### src/retire_consts.vh
`ifndef RETIRE_CONSTS_VH
`define RETIRE_CONSTS_VH
// retire classes
`define CLS_ICBR  4'h0
`define CLS_IOP   4'h1
`define CLS_IMUL  4'h2
`define CLS_MEM   4'h3
`define CLS_BSR   4'h4
`define CLS_JSR   4'h5
`define CLS_FADD  4'h6
`define CLS_FMUL  4'h7
`define CLS_FCBR  4'h8
`define CLS_FDIV  4'h9
`define CLS_FSQRT 4'ha
// decode groups for zero-destination removal
`define GRP_INT_ARITH   4'h0
`define GRP_INT_LOGIC   4'h1
`define GRP_INT_MUL     4'h2
`define GRP_INT_SHIFT   4'h3
`define GRP_FP_IEEE     4'h4
`define GRP_FP_DTI      4'h5
`define GRP_FP_LEGACY   4'h6
`define GRP_FP_SQRTMOVE 4'h7
`define GRP_UQ_LOAD     4'h8
`define GRP_TRAP_BAR    4'h9
`define GRP_EXC_BAR     4'ha
`define GRP_MISC_OTHER  4'hb
`define GRP_FP_CTRL_WR  4'hc
`define GRP_OTHER       4'hf
// stages
`define STG_DECODE   6'h03
`define STG_INT      6'h07
`define STG_IMUL_OVF 6'h0d
`define STG_MEM      6'h0a
`define STG_FP       6'h0b
`define STG_RPT_FCBR 6'h07
`define STG_RPT_JSR  6'h08
`define STG_NEVER    6'h3f
// unit reuse latencies
`define REUSE_DIV_S  6'h09
`define REUSE_DIV_D  6'h0c
`define REUSE_SQRT_S 6'h0f
`define REUSE_SQRT_D 6'h1e
// result exponent limits
`define EXP_D_HI 11'h3ff
`define EXP_D_LO 11'h002
`define EXP_S_HI 11'h07f
`define EXP_S_LO 11'h382
// load kinds to a zero register
`define LK_BYTE  4'h0
`define LK_WORD  4'h1
`define LK_LONG  4'h2
`define LK_FF    4'h3
`define LK_GF    4'h4
`define LK_TF    4'h5
`define LK_SF    4'h6
`define LK_QUAD  4'h7
`define LK_PRIV  4'h8
// miss-address-file commands
`define MAF_READ     2'h0
`define MAF_READ_MOD 2'h1
`define MAF_READ_SPC 2'h2
// registers
`define REG_CTRL   4'h0
`define REG_STATUS 4'h4
`define REG_COUNT  4'h8
`define CTRL_INE   0
`define CTRL_PFEN  1
`define CTRL_RST   2'h3
// reorder depth
`define ROB_DEPTH 8
`endif

### src/retire_and_prefetch_control.v
`include "retire_consts.vh"
`default_nettype none
module retire_and_prefetch_control (
  // clock and reset
  input  wire        CLOCK_I,
  input  wire        SRST_I,
  // register port
  input  wire [3:0]  REG_ADDR_I,
  input  wire [31:0] REG_WDATA_I,
  input  wire        REG_WR_I,
  input  wire        REG_RD_I,
  output reg  [31:0] REG_RDATA_O,
  // decode dispatch
  input  wire        DISP_VALID_I,
  input  wire [3:0]  DISP_CLASS_I,
  input  wire [3:0]  DISP_GROUP_I,
  input  wire        DISP_DEST_ZERO_I,
  input  wire        DISP_MUL_OVF_I,
  input  wire        DISP_DOUBLE_I,
  input  wire        DISP_SRC_NEG_I,
  input  wire [10:0] DISP_EXP_A_I,
  input  wire [10:0] DISP_EXP_B_I,
  input  wire        DISP_NAN_INF_I,
  input  wire        DISP_TRAP_INEXACT_I,
  input  wire [10:0] DISP_RES_EXP_I,
  output wire        DISP_READY_O,
  output wire        DISP_DROP_O,
  output wire [2:0]  DISP_TAG_O,
  // execution completion
  input  wire        CMPL_VALID_I,
  input  wire [2:0]  CMPL_TAG_I,
  input  wire        CMPL_MISP_I,
  // retire and mispredict reports
  output reg  [3:0]  RET_COUNT_O,
  output reg  [2:0]  RET_HEAD_O,
  output reg         MISP_VALID_O,
  output reg  [2:0]  MISP_TAG_O,
  // zero-register load, after cache lookup
  input  wire        PF_VALID_I,
  input  wire [3:0]  PF_KIND_I,
  input  wire        PF_LEN_I,
  input  wire [31:0] PF_ADDR_I,
  input  wire        PF_HIT_I,
  input  wire        PF_HIT_DIRTY_I,
  input  wire        PF_EXC_I,
  // miss-address-file request
  output reg         MAF_ALLOC_O,
  output reg  [1:0]  MAF_CMD_O,
  output reg  [31:0] MAF_ADDR_O,
  output reg         MAF_WRITABLE_O,
  output reg         MAF_SET_DIRTY_O,
  output reg         MAF_EVICT_NEXT_O,
  output reg         PF_DISMISS_O,
  output reg         PF_EXC_O,
  // lock tracking
  input  wire        LOCK_LOAD_I,
  input  wire [31:0] LOCK_ADDR_I,
  input  wire        LOCK_CONTEST_I,
  output reg         LOCK_VALID_O
);

  // state
  reg  [2:0]  head_r;         // oldest entry
  reg  [2:0]  tail_r;         // next free entry
  reg  [3:0]  cnt_r;          // entries in use
  reg  [1:0]  ctrl_r;         // control register
  reg  [15:0] ret_total_r;    // retired instructions
  reg  [25:0] lock_blk_r;     // locked 64-byte block
  reg         rd_pend_r;      // read answer due
  reg  [3:0]  rd_addr_r;      // address of pending read

  // per-entry view
  wire [7:0]  ent_v;          // entry valid
  wire [7:0]  ent_ready;      // completed and old enough
  wire [7:0]  ent_rptq;       // mispredict awaiting report
  // combinational results
  reg  [3:0]  ret_n;          // retire count this cycle
  reg  [7:0]  ret_mask;       // entries retiring
  reg  [7:0]  rpt_sel;        // entry reported this cycle
  reg  [5:0]  min_stg;        // earliest retire stage of new entry
  reg  [5:0]  rpt_stg;        // mispredict report stage
  reg         early_ok;       // divide/sqrt early retire allowed
  reg         drop;           // removed at decode
  reg  [2:0]  idx;            // loop index
  reg         run;            // contiguous run still alive
  integer     k;              // loop index of the retire search
  integer     j;              // loop index of the report tag encoder

  wire        inexact_enable_status    = ctrl_r[`CTRL_INE];
  wire        pf_en  = ctrl_r[`CTRL_PFEN];
  wire        disp_acc = DISP_VALID_I && (cnt_r != 4'h8);
  wire        rd_now = REG_RD_I;

  assign DISP_READY_O = (cnt_r != 4'h8);
  assign DISP_DROP_O  = DISP_VALID_I && drop;
  assign DISP_TAG_O   = tail_r;

  // decode-time removal of zero-destination operates and of trap and exception barriers
  always @* begin
    case (DISP_GROUP_I)
      `GRP_INT_ARITH, `GRP_INT_LOGIC, `GRP_INT_MUL,
      `GRP_INT_SHIFT, `GRP_UQ_LOAD:
        drop = DISP_DEST_ZERO_I;
      `GRP_FP_IEEE, `GRP_FP_DTI, `GRP_FP_LEGACY, `GRP_FP_SQRTMOVE:
        drop = DISP_DEST_ZERO_I;
      `GRP_TRAP_BAR, `GRP_EXC_BAR:
        drop = 1'b1;
      `GRP_FP_CTRL_WR:
        drop = 1'b0;
      default:
        drop = 1'b0;
    endcase
  end

  // early retire check for divide and square root
  always @* begin
    early_ok = inexact_enable_status && !DISP_TRAP_INEXACT_I;
    if (DISP_NAN_INF_I) begin
      early_ok = 1'b0;
    end
    if (DISP_CLASS_I == `CLS_FSQRT) begin
      if (DISP_SRC_NEG_I) begin
        early_ok = 1'b0;
      end
    end else if (DISP_CLASS_I == `CLS_FDIV) begin
      if (DISP_EXP_A_I == 11'h000 || DISP_EXP_B_I == 11'h000) begin
        early_ok = 1'b0;
      end
      if (DISP_DOUBLE_I) begin
        if (DISP_RES_EXP_I >= `EXP_D_HI || DISP_RES_EXP_I <= `EXP_D_LO) begin
          early_ok = 1'b0;
        end
      end else if (DISP_RES_EXP_I >= `EXP_S_HI || DISP_RES_EXP_I <= `EXP_S_LO) begin
        early_ok = 1'b0;
      end
    end else begin
      early_ok = 1'b0;
    end
  end

  // earliest retire stage and report stage per class
  always @* begin
    rpt_stg = `STG_NEVER;
    case (DISP_CLASS_I)
      `CLS_ICBR, `CLS_IOP: min_stg = `STG_INT;
      `CLS_IMUL: min_stg = DISP_MUL_OVF_I ? `STG_IMUL_OVF : `STG_INT;
      `CLS_MEM, `CLS_BSR: min_stg = `STG_MEM;
      `CLS_JSR: begin
        min_stg = `STG_MEM;
        rpt_stg = `STG_RPT_JSR;
      end
      `CLS_FADD, `CLS_FMUL: min_stg = `STG_FP;
      `CLS_FCBR: begin
        min_stg = `STG_FP;
        rpt_stg = `STG_RPT_FCBR;
      end
      `CLS_FDIV: min_stg = early_ok ? `STG_FP :
        `STG_FP + (DISP_DOUBLE_I ? `REUSE_DIV_D : `REUSE_DIV_S);
      `CLS_FSQRT: min_stg = early_ok ? `STG_FP :
        `STG_FP + (DISP_DOUBLE_I ? `REUSE_SQRT_D : `REUSE_SQRT_S);
      default: min_stg = `STG_INT;
    endcase
    if (drop) begin
      min_stg = `STG_DECODE;
    end
  end

  // oldest contiguous ready group retires together
  always @* begin
    ret_n = 4'h0;
    ret_mask = 8'h00;
    rpt_sel = 8'h00;
    run = 1'b1;
    idx = head_r;
    for (k = 0; k < `ROB_DEPTH; k = k + 1) begin
      idx = head_r + k[2:0];
      if (run && ent_v[idx] && ent_ready[idx]) begin
        ret_mask[idx] = 1'b1;
        ret_n = ret_n + 4'h1;
      end else begin
        run = 1'b0;
      end
    end
    // oldest pending mispredict is reported first
    run = 1'b1;
    for (k = 0; k < `ROB_DEPTH; k = k + 1) begin
      idx = head_r + k[2:0];
      if (run && ent_v[idx] && ent_rptq[idx]) begin
        rpt_sel[idx] = 1'b1;
        run = 1'b0;
      end
    end
  end

  // one generated slot per reorder entry
  genvar g;
  generate
    for (g = 0; g < `ROB_DEPTH; g = g + 1) begin : slot
      reg       v_r;    // occupied
      reg       done_r; // execution finished
      reg       misp_r; // mispredicted
      reg       rep_r;  // mispredict already reported
      reg [5:0] stg_r;  // current pipeline stage
      reg [5:0] min_r;  // earliest retire stage
      reg [5:0] rpt_r;  // report stage
      wire      alloc = disp_acc && (tail_r == g);
      wire      cmpl  = CMPL_VALID_I && (CMPL_TAG_I == g) && v_r;
      assign ent_v[g]     = v_r;
      assign ent_ready[g] = done_r && (stg_r >= min_r);
      assign ent_rptq[g]  = misp_r && !rep_r && (stg_r >= rpt_r);
      // entry bookkeeping
      always @(posedge CLOCK_I) begin
        if (SRST_I) begin
          v_r    <= 1'b0;
          done_r <= 1'b0;
          misp_r <= 1'b0;
          rep_r  <= 1'b0;
          stg_r  <= 6'h00;
          min_r  <= 6'h00;
          rpt_r  <= 6'h00;
        end else if (alloc) begin
          v_r    <= 1'b1;
          done_r <= drop;
          misp_r <= 1'b0;
          rep_r  <= 1'b0;
          stg_r  <= `STG_DECODE;
          min_r  <= min_stg;
          rpt_r  <= rpt_stg;
        end else if (ret_mask[g]) begin
          v_r    <= 1'b0;
        end else begin
          // stage advances every cycle, held at its top
          if (v_r && stg_r != 6'h3f) begin
            stg_r <= stg_r + 6'h01;
          end
          if (cmpl) begin
            done_r <= 1'b1;
            misp_r <= CMPL_MISP_I;
          end
          if (rpt_sel[g]) begin
            rep_r <= 1'b1;
          end
        end
      end
    end
  endgenerate

  // pointers, retire and mispredict outputs
  always @(posedge CLOCK_I) begin
    if (SRST_I) begin
      head_r       <= 3'h0;
      tail_r       <= 3'h0;
      cnt_r        <= 4'h0;
      ret_total_r  <= 16'h0000;
      RET_COUNT_O  <= 4'h0;
      RET_HEAD_O   <= 3'h0;
      MISP_VALID_O <= 1'b0;
      MISP_TAG_O   <= 3'h0;
    end else begin
      head_r      <= head_r + ret_n[2:0];
      tail_r      <= tail_r + {2'h0, disp_acc};
      cnt_r       <= cnt_r + {3'h0, disp_acc} - ret_n;
      ret_total_r <= ret_total_r + {12'h000, ret_n};
      RET_COUNT_O <= ret_n;
      RET_HEAD_O  <= head_r;
      MISP_VALID_O <= (rpt_sel != 8'h00);
      MISP_TAG_O  <= 3'h0;
      for (j = 0; j < `ROB_DEPTH; j = j + 1) begin
        if (rpt_sel[j]) begin
          MISP_TAG_O <= j[2:0];
        end
      end
    end
  end

  // zero-register loads become prefetches
  always @(posedge CLOCK_I) begin
    if (SRST_I) begin
      MAF_ALLOC_O      <= 1'b0;
      MAF_CMD_O        <= `MAF_READ;
      MAF_ADDR_O       <= 32'h00000000;
      MAF_WRITABLE_O   <= 1'b0;
      MAF_SET_DIRTY_O  <= 1'b0;
      MAF_EVICT_NEXT_O <= 1'b0;
      PF_DISMISS_O     <= 1'b0;
      PF_EXC_O         <= 1'b0;
    end else begin
      MAF_ALLOC_O      <= 1'b0;
      MAF_WRITABLE_O   <= 1'b0;
      MAF_SET_DIRTY_O  <= 1'b0;
      MAF_EVICT_NEXT_O <= 1'b0;
      PF_DISMISS_O     <= 1'b0;
      PF_EXC_O         <= PF_VALID_I && PF_EXC_I;
      if (PF_VALID_I && !PF_EXC_I) begin
        MAF_ADDR_O <= PF_ADDR_I;
        case (PF_KIND_I)
          `LK_SF: begin
            // modify intent: only a dirty hit or a disabled prefetch dismisses
            MAF_CMD_O <= `MAF_READ_MOD;
            if (PF_HIT_I && PF_HIT_DIRTY_I || !pf_en) begin
              PF_DISMISS_O <= 1'b1;
            end else begin
              MAF_ALLOC_O     <= 1'b1;
              MAF_WRITABLE_O  <= 1'b1;
              MAF_SET_DIRTY_O <= 1'b1;
            end
          end
          `LK_QUAD, `LK_PRIV: begin
            if (PF_KIND_I == `LK_QUAD || PF_LEN_I) begin
              // quadword forms: evict next
              MAF_CMD_O <= `MAF_READ_SPC;
              MAF_EVICT_NEXT_O <= !PF_HIT_I && pf_en;
            end else begin
              MAF_CMD_O <= `MAF_READ;
            end
            PF_DISMISS_O <= PF_HIT_I || !pf_en;
            MAF_ALLOC_O  <= !PF_HIT_I && pf_en;
          end
          `LK_BYTE, `LK_WORD, `LK_LONG, `LK_FF, `LK_GF, `LK_TF: begin
            MAF_CMD_O    <= `MAF_READ;
            PF_DISMISS_O <= PF_HIT_I || !pf_en;
            MAF_ALLOC_O  <= !PF_HIT_I && pf_en;
          end
          default: begin
            PF_DISMISS_O <= 1'b1;
          end
        endcase
      end
    end
  end

  // lock flag: a later prefetch to the block only hurts when contested
  always @(posedge CLOCK_I) begin
    if (SRST_I) begin
      LOCK_VALID_O <= 1'b0;
      lock_blk_r   <= 26'h0000000;
    end else if (LOCK_LOAD_I) begin
      LOCK_VALID_O <= 1'b1;
      lock_blk_r   <= LOCK_ADDR_I[31:6];
    end else if (LOCK_VALID_O && PF_VALID_I && LOCK_CONTEST_I
                 && PF_ADDR_I[31:6] == lock_blk_r) begin
      LOCK_VALID_O <= 1'b0;
    end
  end

  // register writes and read answer one cycle later
  always @(posedge CLOCK_I) begin
    if (SRST_I) begin
      ctrl_r      <= `CTRL_RST;
      rd_pend_r   <= 1'b0;
      rd_addr_r   <= 4'h0;
      REG_RDATA_O <= 32'h00000000;
    end else begin
      if (REG_WR_I && REG_ADDR_I == `REG_CTRL) begin
        ctrl_r <= REG_WDATA_I[1:0];
      end
      rd_pend_r <= rd_now;
      rd_addr_r <= REG_ADDR_I;
      REG_RDATA_O <= 32'h00000000;
      if (rd_now) begin
        case (REG_ADDR_I)
          `REG_CTRL:   REG_RDATA_O <= {30'h00000000, ctrl_r};
          `REG_STATUS: REG_RDATA_O <= {16'h0000, ent_v, 1'b0, head_r, cnt_r};
          `REG_COUNT:  REG_RDATA_O <= {16'h0000, ret_total_r};
          default:     REG_RDATA_O <= 32'h00000000;
        endcase
      end
    end
  end

endmodule // retire_and_prefetch_control
`default_nettype wire

### config.mk
export PLATFORM = sky130hd
export DESIGN_NAME = retire_and_prefetch_control
export DESIGN_NICKNAME = d
export VERILOG_FILES = /design/src/retire_and_prefetch_control.v
export VERILOG_INCLUDE_DIRS = /design/src
export SDC_FILE = /design/constraint.sdc
export NUM_CORES = 1
export LEC_CHECK = 0
export BUFFER_PORTS_ARGS = -buffer_cell sky130_fd_sc_hd__buf_2
export CAP_MARGIN = 40
export CORE_UTILIZATION = 55
export DETAILED_ROUTE_END_ITERATION = 10
export GPL_ROUTABILITY_DRIVEN = 0
export PLACE_DENSITY = 0.78
export SYNTH_ARGS = -nofsm -noshare
export SYNTH_HDL_FRONTEND = slang
export SYNTH_SLANG_ARGS = --single-unit
### constraint.sdc
create_clock -name CLOCK_I -period 22.2 [get_ports CLOCK_I]
set_input_delay 2.22 -clock CLOCK_I [delete_from_list [all_inputs] [get_ports CLOCK_I]]
set_output_delay 2.22 -clock CLOCK_I [all_outputs]
set_load 0.01 [all_outputs]
==> results.py <==
metrics = {
    "setup_path": {
        "critical-path-slowest-cell": "sky130_fd_sc_hd__a21oi_1",
        "critPathMostFrequentCell": "sky130_fd_sc_hd__ha_1",
        "crit_path_end": "ret_total_r[9]",
        "ff2ff_path_depth": 35,
        "worstPathMaxFanout": 27,
        "path_class": "register to register",
        "critical_path.reg2reg.startpoint": "head_r[1]",
        "cp-startpoint": "head_r[1]",
        "max_stage_delay_ns": 0.74,
        "ff2ff_setup_slack_ns": 12.02,
        "rr_endpoint": "ret_total_r[9]",
        "critPathTopFamily": "adder cells",
        "worst-endpoint-arrival_ns": 10.63,
        "required_ns": 22.64,
        "worstSetupEndpointType": "register",
        "crit_path_start_kind": "register",
        "path_depth": 35,
        "worst-path-buf-inv": 5,
    },
    "timing": {
        "skew_ns": 0.02308,
        "final_hold_viols": 0,
        "timing.fmax_mhz": 98.19,
        "finalWorstPathRequiredPeriod_ns": 10.18,
        "rsz0062_at_grt": "false",
        "setup-tns-final_ns": 0,
        "setup_viol": 0,
        "post-route-period-util": 0.4587,
        "slew-limit-headroom": 0.2860,
        "setup_ws_ns": 12.02,
        "timing_worst_slew_pin_value_ns": 1.068,
        "final-max-slew-violation-count": 0,
    },
    "clock_network": {
        "tritoncts": "yes",
        "clock_tree.htree_level_count": 1,
        "tritoncts.num_buffers": 29,
        "post-cts-setup-buffer-count": 0,
        "worst_skew_pair_latency_ns": 0.57,
        "cts_sinks": 273,
        "cts-root-buf": "sky130_fd_sc_hd__clkbuf_16",
        "clock_path_buffers": 3,
        "clkTransAtPathRegs_ns": 0.06,
        "number_of_hold_buffers_added_after_cts": 0,
        "cts_repair_resize_count": 0,
    },
    "synth": {
        "netlist-cell-type-count": 87,
        "yosys-top-cells-count": "sky130_fd_sc_hd__dfxtp_1 (273), sky130_fd_sc_hd__nor2_1 (239), sky130_fd_sc_hd__nand2_1 (206)",
        "yosys_register_bits": 273,
        "synth_warnings": 0,
        "synthesized_cell_area_sq_um": 16800,
        "postSynthCellCount": 2075,
        "synth.yosys.seq_area_share": 0.3253,
        "synthesis.area_per_instance_sq_um": 8.098,
        "yosys.area.top_type": "sky130_fd_sc_hd__dfxtp_1",
        "postSynth.asyncResetShare": 0,
        "netlist.area_leader.share": 0.3253,
        "synth_edf_count": 0,
        "synth_ff_type": "sky130_fd_sc_hd__dfxtp_1",
        "synth_area_leaders": "sky130_fd_sc_hd__dfxtp_1 (33%), sky130_fd_sc_hd__ha_1 (9.7%), sky130_fd_sc_hd__nor2_1 (5.3%)",
        "yosysMostFrequentCell": "sky130_fd_sc_hd__dfxtp_1",
    },
    "layout": {
        "postLayoutCoreUtil": 0.6394,
        "final_nets": 2544,
        "post_route_standard_cell_area_excluding_fillers_sq_um": 19100,
        "syn2layout_area_growth_pct": 13.69,
        "proportion_of_layout_cells_with_a_drive_suffix_above_1": 0.1473,
        "final.fill_count": 2478,
    },
    "die": {
        "core_area_sq_um": 29870,
        "io_pins": 257,
        "floorplan.die.height_um": 176.8,
        "dieArea_sq_um": 31250,
        "starting_density_of_the_core": 0.5624,
        "floorplan.die.width_um": 176.8,
        "floorplan.rows": 63,
    },
    "routing": {
        "post_drt_wl_per_cell_um": 18.35,
        "firstDrtPassIters": 10,
        "drt_first_iter_violations": 2115,
        "detailroute.via_count": 16291,
        "ant_nets": 0,
        "via_per_inst": 6.138,
        "drt_drc_violations_left": 0,
        "drt-total-wl_um": 48710,
    },
    "grt": {
        "first_global_vias": 15451,
        "grt_start_max_net_pins": 83,
        "groute.layer.met3.usage": 0.06465,
        "grt_pass1_wl_um": 78670,
        "overflow": 0,
        "grt_util_all_layers": 0.3096,
        "grt_antenna_before_repair": 2,
        "top_usage_layer": "met2",
        "global_route.usage.met2": 0.5118,
        "grtUsageMet1": 0.3925,
    },
    "place": {
        "detailedPlace.worstSlack_ns": 12.44,
        "placement.cell_area_sq_um": 18130,
        "placement.io_buffers": 204,
        "place_hpwl_um": 35750,
    },
    "status": {
        "run_status": "complete, no violations",
    },
    "run": {
        "maxCapViolCount": 0,
    },
    "power": {
        "p_leak_nw": 7.667,
        "max-vdd-ir-drop_uv": 59.86,
        "post-layout-total-power_mw": 1.227,
        "powerDensity_nw_per_um2": 64.22,
    },
    "hold_path": {
        "min_delay_worst_type": "register to register",
    },
}
[routing by layer]
metal / part of all wire / vias to the layer above
met1: 0.40 / 7538
met4: 0.044 / 0
met5: 0 / -
met3: 0.094 / 212
met2: 0.46 / 855
li1: - / 7686
[flip-flops by register name (all words and copies together) (netlist names), 4 cells and up]
register and count:
REG_RDATA_O 16, cnt_r 4, ret_total_r 16, slot.done_r 8, slot.min_r 48, slot.stg_r 48
slot.rep_r 8, slot.v_r 8, slot.rpt_r 24, slot.misp_r 8, RET_COUNT_O 4, lock_blk_r 26
MAF_ADDR_O 32
[cell type report]
class                   instances  area, sq um  share of cell area
clock buffers                  43        858.3             0.04493
inverters                     110        412.9             0.02162
diodes                          3        7.507           0.0003930
clock inverters                 6        95.09            0.004978
flip-flops and latches        273         5466              0.2862
repair buffers                240         1303             0.06819
well taps                     390        488.0             0.02555
multi-input cells            1589        10470              0.5482
[worst register-to-register path: cells and delay by family, from the launching register on]
kind	cells	cell delay [ns]
adders and majority gates	8	2.62
AOI/OAI and AO/OA	9	2.61
and+or+nand+nor	7	1.78
muxes	4	1.27
buffers and inverters	5	1.11
xor gates and xnor gates	2	0.36
DFF	1	0.31
[cells by family after synthesis]
kind of cell	Yosys count	synth area share
mux	84	0.06069
fa+ha+maj	133	0.1004
compound gates	440	0.1729
buf+inv	228	0.05689
simple gates	823	0.2347
xor+xnor	93	0.04892
other cells	1	0.0002232
flops	273	0.3253
[metrics by stage]
| step | instances | hold slack (ns) |
|---|---|---|
| 2_1_floorplan | 2090 | 0.4297 |
| 3_3_place_gp | 2586 | 0.4402 |
| 3_5_place_dp | 2601 | 0.4463 |
| 4_1_cts | 2650 | 0.4540 |
| 5_1_grt | 2653 | 0.4669 |
| 6_report | 2654 | 0.4541 |
[placed cells by master, fill, tap and decap left out, drive strengths merged, types with 15 or more instances in the layout]
cell type	instances
clkbuf	44
a22oi	18
a21o	16
xnor2	53
nor3	102
a21oi	156
xor2	40
mux2i	58
o21a	17
and2	25
ha	130
nor2	239
o21ai	49
nand4	27
o22ai	17
nor2b	36
and3	21
nand3	50
conb	16
dfxtp	273
nand2	207
a211oi	39
nand2b	44
nor4	23
buf	239
inv	111
a2111oi	15
a31oi	24
[worst min-delay path by stage]
stage,start,endpoint,slack [ns],depth (start not counted)
finish,MAF_ADDR_O[2],MAF_ADDR_O[2],0.45,2
global route,MAF_ADDR_O[5],MAF_ADDR_O[5],0.47,2
CTS,slot[3].min_r[4],slot[3].min_r[4],0.45,2
detailed placement,slot[3].min_r[4],slot[3].min_r[4],0.45,2
global placement,MAF_ADDR_O[1],MAF_ADDR_O[1],0.44,2
floorplan,slot[3].rep_r,slot[3].rep_r,0.43,2
[where the power goes]
group / internal, mW / switching [mW]
Clock: 0.289 / 0.199
Sequential: 0.511 / 0.0216
Combinational: 0.0790 / 0.127
Note: power is estimated with default switching activity, not from simulation.
